## src/hdl/pbmc_pkg.sv

```systemverilog
package pbmc_pkg;
    localparam logic [4:0]  BMC_ADDR      = 5'h00;
    localparam int          BIT_RESET     = 15;
    localparam int          BIT_LOOP      = 14;
    localparam int          BIT_SPEED     = 13;
    localparam int          BIT_ANEN      = 12;
    localparam int          BIT_PDOWN     = 11;
    localparam int          BIT_ISOLATE   = 10;
    localparam int          BIT_RESTART   = 9;
    localparam int          BIT_DUPLEX    = 8;
    localparam int          BIT_COLTEST   = 7;
    localparam logic [15:0] BMC_RESET_VAL = 16'h3100;
    localparam logic [15:0] BMC_RW_MASK   = 16'h7F80;
    localparam int          CLK_HZ        = 50_000_000;
    localparam int          SRST_CYCLES   = 16;
    localparam int          DEAD_TIME_MS  = 720;
    localparam int          DEAD_CYCLES   = (CLK_HZ / 1000) * DEAD_TIME_MS;
endpackage

```

## src/hdl/pbmc_basic_mode_control.sv

```systemverilog
`timescale 1ns/1ns
module pbmc_basic_mode_control
#(
    parameter int DEAD_CYCLES = pbmc_pkg::DEAD_CYCLES,
    parameter int SRST_CYCLES = pbmc_pkg::SRST_CYCLES
)
(
    input  wire logic        sys_clk_i,
    input  wire logic        rst_i,
    input  wire logic        mgmt_wr_i,
    input  wire logic        mgmt_rd_i,
    input  wire logic [4:0]  mgmt_addr_i,
    input  wire logic [15:0] mgmt_wdata_i,
    output logic      [15:0] mgmt_rdata_o,
    output logic             mgmt_hit_o,
    input  wire logic        an_started_i,
    input  wire logic        an_speed100_i,
    input  wire logic        an_full_duplex_i,
    input  wire logic        mii_tx_en_i,
    input  wire logic        mii_col_i,
    input  wire logic        mii_rx_dv_i,
    output logic             mii_col_o,
    output logic             mii_rx_dv_o,
    output logic             phy_soft_reset_o,
    output logic             an_restart_o,
    output logic             loopback_o,
    output logic             speed100_o,
    output logic             full_duplex_o,
    output logic             an_enable_o,
    output logic             power_down_o,
    output logic             isolate_o
);
    // =====================================================
    // decode
    localparam int CW = $clog2(DEAD_CYCLES + 1);
    localparam int SW = $clog2(SRST_CYCLES + 1);
    logic [15:0]   ctl_q;
    logic [15:0]   ctl_d;
    logic [SW-1:0] srst_cnt_q;
    logic [SW-1:0] srst_cnt_d;
    logic [CW-1:0] dead_cnt_q;
    logic [CW-1:0] dead_cnt_d;
    logic          rst_busy_q;
    logic          rst_busy_d;
    logic          restart_q;
    logic          restart_d;
    logic          col_q;
    logic          rxdv_q;
    wire           hit     = (mgmt_addr_i == pbmc_pkg::BMC_ADDR);
    wire           wr_hit  = mgmt_wr_i && hit && !rst_busy_q;
    wire           an_on   = ctl_q[pbmc_pkg::BIT_ANEN];
    wire           loop_up = wr_hit && mgmt_wdata_i[pbmc_pkg::BIT_LOOP] && !ctl_q[pbmc_pkg::BIT_LOOP]
                             && speed100_o;
    wire           dead    = (dead_cnt_q != '0);
    // =====================================================
    // state
    always_comb
    begin
        ctl_d      = ctl_q;
        rst_busy_d = rst_busy_q;
        srst_cnt_d = srst_cnt_q;
        restart_d  = restart_q;
        dead_cnt_d = dead_cnt_q;
        if (dead)
            dead_cnt_d = dead_cnt_q - CW'(1);
        if (loop_up)
            dead_cnt_d = CW'(DEAD_CYCLES);
        if (restart_q && (an_started_i || !an_on))
            restart_d = 1'b0;
        if (wr_hit)
        begin
            ctl_d = mgmt_wdata_i & pbmc_pkg::BMC_RW_MASK;
            // a written zero clears restart_q too, so an_restart_o drops at once
            if (mgmt_wdata_i[pbmc_pkg::BIT_RESTART] && mgmt_wdata_i[pbmc_pkg::BIT_ANEN])
                restart_d = 1'b1;
            else if (!mgmt_wdata_i[pbmc_pkg::BIT_RESTART])
                restart_d = 1'b0;
            if (mgmt_wdata_i[pbmc_pkg::BIT_RESET])
            begin
                rst_busy_d = 1'b1;
                srst_cnt_d = SW'(SRST_CYCLES);
            end
        end
        if (rst_busy_q)
        begin
            ctl_d      = pbmc_pkg::BMC_RESET_VAL;
            restart_d  = 1'b0;
            dead_cnt_d = '0;
            srst_cnt_d = srst_cnt_q - SW'(1);
            if (srst_cnt_q == SW'(1))
                rst_busy_d = 1'b0;
        end
    end

    always_ff @(posedge sys_clk_i or posedge rst_i)
    begin
        if (rst_i)
        begin
            ctl_q      <= pbmc_pkg::BMC_RESET_VAL;
            rst_busy_q <= 1'b0;
            srst_cnt_q <= '0;
            restart_q  <= 1'b0;
            dead_cnt_q <= '0;
        end
        else
        begin
            ctl_q      <= ctl_d;
            rst_busy_q <= rst_busy_d;
            srst_cnt_q <= srst_cnt_d;
            restart_q  <= restart_d;
            dead_cnt_q <= dead_cnt_d;
        end
    end
    // =====================================================
    // read back and mii gating
    wire spd_rd = an_on ? an_speed100_i : ctl_q[pbmc_pkg::BIT_SPEED];
    wire fdx_rd = an_on ? an_full_duplex_i : ctl_q[pbmc_pkg::BIT_DUPLEX];
    wire [15:0] rd_word = {rst_busy_q, ctl_q[pbmc_pkg::BIT_LOOP], spd_rd, an_on,
                           ctl_q[pbmc_pkg::BIT_PDOWN], ctl_q[pbmc_pkg::BIT_ISOLATE], restart_q,
                           fdx_rd, ctl_q[pbmc_pkg::BIT_COLTEST], 7'h00};
    wire pd = ctl_q[pbmc_pkg::BIT_PDOWN];
    // registered so mii outputs never glitch into power-down
    wire col_n  = !pd && (mii_col_i || (ctl_q[pbmc_pkg::BIT_COLTEST] && mii_tx_en_i));
    // the enabling write itself already blanks receive valid, so the dead time starts at once
    wire rxdv_n = !pd && !dead && !loop_up && mii_rx_dv_i;

    always_ff @(posedge sys_clk_i or posedge rst_i)
    begin
        if (rst_i)
        begin
            col_q        <= 1'b0;
            rxdv_q       <= 1'b0;
            mgmt_rdata_o <= 16'h0000;
        end
        else
        begin
            col_q  <= col_n;
            rxdv_q <= rxdv_n;
            // answers still while powered down
            if (mgmt_rd_i && hit)
                mgmt_rdata_o <= rd_word;
        end
    end

    assign mgmt_hit_o       = hit;
    assign mii_col_o        = col_q;
    assign mii_rx_dv_o      = rxdv_q;
    assign phy_soft_reset_o = rst_busy_q;
    assign an_restart_o     = restart_q;
    assign loopback_o       = ctl_q[pbmc_pkg::BIT_LOOP];
    assign speed100_o       = spd_rd;
    assign full_duplex_o    = fdx_rd;
    assign an_enable_o      = an_on;
    assign power_down_o     = pd;
    assign isolate_o        = ctl_q[pbmc_pkg::BIT_ISOLATE];

    // =====================================================
    // checks
    chk_reset_defaults: assert property (@(posedge sys_clk_i) disable iff (rst_i)
        $fell(rst_busy_q) |-> ctl_q == pbmc_pkg::BMC_RESET_VAL) else $error("soft reset defaults");
    chk_reset_reads_one: assert property (@(posedge sys_clk_i) disable iff (rst_i)
        wr_hit && mgmt_wdata_i[15] |=> rst_busy_q [*4]) else $error("reset bit dropped early");
    chk_reserved_zero: assert property (@(posedge sys_clk_i) disable iff (rst_i)
        mgmt_rd_i && hit |=> mgmt_rdata_o[6:0] == 7'h00) else $error("reserved bits nonzero");
    chk_speed_from_an: assert property (@(posedge sys_clk_i) disable iff (rst_i)
        mgmt_rd_i && hit && an_on |=> mgmt_rdata_o[13] == $past(an_speed100_i)) else $error("speed read");
    chk_duplex_manual: assert property (@(posedge sys_clk_i) disable iff (rst_i)
        !an_on |-> full_duplex_o == ctl_q[8]) else $error("duplex manual");
    chk_coltest_col: assert property (@(posedge sys_clk_i) disable iff (rst_i)
        ctl_q[7] && !pd && mii_tx_en_i |=> mii_col_o) else $error("collision test");
    chk_pdown_quiet: assert property (@(posedge sys_clk_i) disable iff (rst_i)
        pd && $past(pd) |-> !mii_col_o && !mii_rx_dv_o) else $error("mii active in power down");
    chk_restart_clear: assert property (@(posedge sys_clk_i) disable iff (rst_i)
        restart_q && an_started_i && !wr_hit |=> !restart_q) else $error("restart not cleared");
    chk_dead_time: assert property (@(posedge sys_clk_i) disable iff (rst_i)
        loop_up && !rst_busy_q |=> !mii_rx_dv_o [*4]) else $error("dead time");
    cov_soft_reset: cover property (@(posedge sys_clk_i) disable iff (rst_i) $fell(rst_busy_q));
    cov_restart: cover property (@(posedge sys_clk_i) disable iff (rst_i) $fell(restart_q));
    cov_loop_dead: cover property (@(posedge sys_clk_i) disable iff (rst_i) loop_up);
endmodule

```

## config.mk

```make
export PLATFORM = sky130hd
export DESIGN_NAME = pbmc_basic_mode_control
export DESIGN_NICKNAME = d
export VERILOG_FILES = /design/src/hdl/pbmc_pkg.sv /design/src/hdl/pbmc_basic_mode_control.sv
export SDC_FILE = /design/constraint.sdc
export NUM_CORES = 1
export LEC_CHECK = 0
export BUFFER_PORTS_ARGS = -buffer_cell sky130_fd_sc_hd__buf_2
export CORE_MARGIN = 2
export CORE_UTILIZATION = 48
export CTS_CLUSTER_DIAMETER = 120
export DETAILED_ROUTE_END_ITERATION = 8
export PLACE_DENSITY = 0.75
export SLEW_MARGIN = 15
export SYNTH_ARGS = -nofsm -noshare
export SYNTH_HDL_FRONTEND = slang
export SYNTH_SLANG_ARGS = --single-unit
export TNS_END_PERCENT = 100
```

## constraint.sdc

```tcl
create_clock -name sys_clk_i -period 2.35 [get_ports sys_clk_i]
set_clock_uncertainty 0.1 [all_clocks]
set_input_delay 0.3525 -clock sys_clk_i [delete_from_list [all_inputs] [get_ports sys_clk_i]]
set_output_delay 0.3525 -clock sys_clk_i [all_outputs]
set_load 0.005 [all_outputs]
```

# Yosys cells after proc, flatten, opt, wreduce, memory -nomap -nowiden
# Cells that the tools add are included.
dict set report totals {
  regBits 59
  out_inout_bits 27
  inputBits 31
}
dict set report op_classes {
  addsub 2
  n_reduce_logical 27
  n_eq_ne 1
  mux 19
}
# operator n
set op_table {}
lappend op_table {{$mux 26} 3}
lappend op_table {{$mux 15} 2}
lappend op_table {{$reduce_bool 26->1} 1}
lappend op_table {{$sub 26x1->26 const B} 1}
lappend op_table {{$mux 5} 3}
lappend op_table {{$logic_and 1x1->1} 13}
lappend op_table {{$mux 1} 11}
lappend op_table {{$logic_not 1->1} 6}
lappend op_table {{$eq 5x1->1 const B} 1}
lappend op_table {{$logic_not 5->1} 1}
lappend op_table {{$sub 5x1->5 const B} 1}
lappend op_table {{$reduce_bool 2->1} 2}
lappend op_table {{$reduce_bool 3->1} 1}
lappend op_table {{$logic_or 1x1->1} 2}
lappend op_table {{$reduce_and 2->1} 1}

# Depth between registers and ports, before layout
dict set report logic_depth {
  ltp_word 9
  depth_mapped 8
  depth_no_buf 7
}

# Least setup slack after synthesis
# Ideal clock, no wire load.
dict set report synth_timing {
  kind {register to register}
  from {reg dead_cnt_q[20]}
  to {reg dead_cnt_q[11]}
  arrival_ns 2.034
  path_stages_with_launch 8
  setup_slack_ns 0.085
  required_ns 2.118
  setup_ns 0.132
  path_cell_list {dfrtp_1 or4_4 buf_6 or4_4 buf_6 o211ai_1 xor2_1 nor2_1}
}
dict set report synth_between {
  elab_chain_len 2
}
# item line_no
set synth_rtl {}
lappend synth_rtl {{start, declared} pbmc_basic_mode_control.sv:41} ;# logic [CW-1:0] dead_cnt_q;
lappend synth_rtl {{start signal, assigned} pbmc_basic_mode_control.sv:111} ;# dead_cnt_q <= dead_cnt_d;
lappend synth_rtl {{$reduce_bool 26->1} pbmc_basic_mode_control.sv:54} ;# wire dead = (dead_cnt_q != '0);
lappend synth_rtl {{$reduce_bool 3->1 (no source line)} --}
# No other way between the ends.
# A chain may end at the register's enable or synchronous reset.

# Worst setup path in the final report
dict set report layout_timing {
  from {reg dead_cnt_q[0]}
  to {reg dead_cnt_q[18]}
}
dict set report layout_between {
  elab_chain_len 4
}
# item line_no
set layout_rtl {}
lappend layout_rtl {{$sub 26x1->26} pbmc_basic_mode_control.sv:65} ;# dead_cnt_d = dead_cnt_q - CW'(1);
lappend layout_rtl {{$mux 26} pbmc_basic_mode_control.sv:64} ;# if (dead)
lappend layout_rtl {{$mux 26} pbmc_basic_mode_control.sv:66} ;# if (loop_up)
lappend layout_rtl {{$mux 26} pbmc_basic_mode_control.sv:84} ;# if (rst_busy_q)
# Several ways; a longest one is shown, not always the timed one. The select of a mux whose other input is x is not followed.

==> flow_metrics.py <==
metrics = {
    "route": {
        "via_per_inst": 5.26,
        "wirelength_um": 5050,
        "wl_per_cell_um": 13.8,
        "antenna_left": 0,
        "dr.pass1.iters": 4,
        "via_count": 1924,
        "detail_route.iter0.violations": 205,
        "drc": 0,
    },
    "power": {
        "power.density_mw_per_mm2": 1170,
        "p_sw_w": 0.00136,
        "swShare_pct": 39.3,
        "p_comb_share_pct": 43.2,
        "leakagePower_nw": 1.43,
        "seq_power_share_pct": 39.0,
        "pwr-share-clk_pct": 17.8,
        "internal_power_w": 0.00210,
        "peakVddDrop_v": 0.000559,
    },
    "clock_network": {
        "clk_latency_ns": 0.31,
        "cts_tree": "done",
        "path_clk_slew_ns": 0.10,
        "ctsRootBufferMaster": "clkbuf_8",
        "clock_sinks": 51,
        "post_cts_resize_count": 0,
        "cts-htree-levels": 2,
        "clockBufferDepth": 2,
        "post-cts-setup-buffers": 0,
        "ctsHoldBuffers": 0,
        "cts_inserted_buffers": 5,
    },
    "grt": {
        "grt_pass1_wl_um": 8680,
        "grt_pass1_vias": 1907,
        "antenna_found_initial": 0,
        "grt_max_degree": 38,
        "track_usage_pct": 18.3,
        "overflow": 0,
    },
    "min_path": {
        "min_path_type": "input pin to asynchronous set/reset pin",
    },
    "synth": {
        "ys_ff_latch": 51,
        "postSynthCellCount": 242,
        "yosysWarningCount": 0,
        "avgSynthCellArea_um2": 10.4,
        "synthDistinctLibCells": 45,
        "yosysSeqAreaShare_pct": 50.7,
        "synth_area_mm2": 0.00252,
    },
    "timing": {
        "rsz0062_at_grt": "no",
        "worst_slew_pin_slew_ns": 0.732,
        "fin_tns_setup_ns": 0,
        "post-route-min-period_ns": 2.27,
        "finalCritPeriodShare_pct": 96.7,
        "max_freq_ghz": 0.440,
        "maxSlewHeadroom_pct": 51.2,
        "slew_viol_final": 0,
        "finalSetupViolCount": 0,
        "hold_viol": 0,
    },
    "worst_setup_path": {
        "max_stage_delay_ns": 0.41,
        "cp.required_ns": 2.42,
        "path_cells": "inv_1 > ha_1 > nor4b_1 > nand4_1 > buf_4 > nand2b_1 > o21ai_4 > a21oi_1",
        "criticalPathCategory": "register to register",
        "slowest_stage": "dfrtp_1",
        "path_max_fanout": 8,
        "crit_path_start_kind": "register",
        "crit_path_end_kind": "register",
        "critPathArrivalTime_ns": 2.35,
    },
    "final_layout": {
        "nets": 329,
        "area_growth_syn_to_layout_pct": 17.4,
        "drive_gt1_share_pct": 28.4,
        "fin_cells": 366,
        "diodes": 0,
    },
    "floorplanning": {
        "rows": 26,
        "fp.dieW_um": 76.5,
        "die_y_um": 76.5,
        "pin_count": 58,
        "core-area_mm2": 0.00511,
        "initial_core_util_pct": 49.4,
        "die_area_mm2": 0.00586,
    },
    "placed_design": {
        "placedCellCount": 358,
        "io_buffers": 43,
        "hpwl_um": 3630,
        "place.gp.congestion": 0.872,
    },
    "flow_run": {
        "maxCapViolations": 0,
    },
    "status": {
        "outcome": "complete, no violations",
    },
}
## registers in the layout, indices dropped and copies added (netlist names)
register	count
an_restart_o	1
ctl_q	7
dead_cnt_q	26
mgmt_rdata_o	9
mii_col_o	1
mii_rx_dv_o	1
phy_soft_reset_o	1
srst_cnt_q	5
## critical path: cells and delay by family (launching register included)
family                     cells  cell delay (ns)
DFF                            1             0.41
and+or+nand+nor                3             0.80
adders and majority gates      1             0.18
buffers and inverters          2             0.30
AOI/OAI and AO/OA              2             0.35
## final timing paths
kind	from	endpoint	slack, ns	cells past startpoint
hold reg to reg	mgmt_rdata_o[15]$_DFFE_PP0P_	mgmt_rdata_o[15]$_DFFE_PP0P_	0.39	2
setup / recovery	dead_cnt_q[0]$_DFFE_PP0P_	dead_cnt_q[18]$_DFFE_PP0P_	0.08	8
hold / removal	rst_i	ctl_q[10]$_DFFE_PP0P_	0.05	2
max in group asynchronous	rst_i	dead_cnt_q[24]$_DFFE_PP0P_	1.44	3
setup reg to reg	dead_cnt_q[0]$_DFFE_PP0P_	dead_cnt_q[18]$_DFFE_PP0P_	0.08	8
min in group sys_clk_i	mii_col_i	mii_col_o$_DFF_PP0_	0.16	3
## placed cells by master (no fill, tap or decap), drive strengths merged, types with 2 or more instances in the layout
cell / n
a31oi: 2
a22o: 4
clkinv: 2
nand2: 15
o22a: 3
clkbuf: 5
xor2: 14
nor2b: 2
nand3: 5
or4: 5
a211oi: 2
nor3b: 3
xnor2: 8
ha: 3
nor3: 9
o21ai: 11
inv: 10
mux2i: 2
dfstp: 3
o211ai: 4
mux2: 10
nor4: 8
dfrtp: 48
nor4b: 2
nor2: 27
and2: 2
conb: 7
a21oi: 10
nand2b: 3
buf: 54
nand4: 2
or3: 2
## through the flow
stage               utilization (%)  worst slack (ns)  cell area, um^2  hold WS (ns)  power [W]
floorplan                         -            0.0846             2550         0.365    0.00249
global placement               55.6            0.0857             2840         0.362    0.00279
detailed placement             55.6            0.0883             2840         0.372    0.00283
CTS                            57.8            0.0505             2950        0.0884    0.00345
global route                   58.1           0.00193             2970         0.140    0.00375
finish                         58.1            0.0773             2970        0.0539    0.00346
## cell families after synthesis
logic type               synth area share (%)
AO/OA/AOI/OAI                            11.3
XOR/XNOR                                 7.63
adder cells (fa/ha/maj)                  1.49
buffers and inverters                    5.20
flip-flops                               50.7
multiplexers                             5.25
other                                   0.149
AND/OR/NAND/NOR                          18.3
## power groups by stage
stage	sequential, W	clock, W	combinational (W)
floorplan	0.00131	0	0.00118
global placement	0.00135	0	0.00144
detailed placement	0.00136	0	0.00147
CTS	0.00135	0.000628	0.00148
global route	0.00139	0.000667	0.00169
finish	0.00135	0.000617	0.00150
## cells in the mapped netlist
| master | count | share of area (%) |
|---|---|---|
| a32oi_1 | 1 | 0.35 |
| nand2b_1 | 3 | 0.74 |
| a211oi_1 | 2 | 0.59 |
| a21oi_1 | 10 | 2.0 |
| or2_2 | 1 | 0.25 |
| clkbuf_1 | 5 | 0.74 |
| xor2_1 | 14 | 4.9 |
| nor2b_1 | 2 | 0.50 |
| nor3b_1 | 2 | 0.59 |
| buf_4 | 7 | 2.1 |
| buf_6 | 2 | 0.89 |
| inv_1 | 10 | 1.5 |
| and2_1 | 2 | 0.50 |
| nor4_1 | 8 | 2.0 |
| nor3_1 | 9 | 1.8 |
| o211ai_1 | 3 | 0.89 |
| nand3_1 | 5 | 0.99 |
| and4_1 | 1 | 0.35 |
| o22a_1 | 3 | 1.0 |
| mux2i_1 | 2 | 0.79 |
| xnor2_1 | 8 | 2.8 |
| o211a_4 | 1 | 0.69 |
| dfstp_2 | 3 | 3.1 |
| nor2_1 | 27 | 4.0 |
| o31ai_1 | 1 | 0.30 |
| a41o_1 | 1 | 0.40 |
| o21ai_2 | 1 | 0.35 |
| and4b_1 | 1 | 0.40 |
| nor3b_2 | 1 | 0.50 |
| mux2_2 | 10 | 4.5 |
| conb_1 | 1 | 0.15 |
| ha_1 | 3 | 1.5 |
| or4_1 | 3 | 0.89 |
| a211o_1 | 1 | 0.35 |
| a22o_1 | 4 | 1.4 |
| nand2_1 | 15 | 2.2 |
| o21ai_0 | 4 | 0.79 |
| o21ai_1 | 6 | 1.2 |
| or4_4 | 2 | 0.89 |
| a31oi_1 | 2 | 0.50 |
| or3_1 | 2 | 0.50 |
| dfrtp_1 | 48 | 48 |
| nand4_1 | 2 | 0.50 |
| nor4b_1 | 2 | 0.69 |
| o211ai_2 | 1 | 0.50 |
## routing by layer
metal / GRT usage (%) / part of all wire, % / vias to the layer above
li1: - / - / 947
met1: 24.1 / 47 / 941
met2: 30.4 / 49 / 29
met3: 3.55 / 2.6 / 7
met4: 5.82 / 1.3 / 0
met5: 0 / 0 / -
## final cells by class
class,instances,area (um^2)
Clock buffer,5,68.8
Timing Repair Buffer,54,298
Tap cell,70,87.6
Clock inverter,3,43.8
Sequential cell,51,1280
Fill cell,469,2140
Multi-Input combinational cell,173,1150
Inverter,10,37.5
Note: power is estimated with default switching activity, not from simulation.
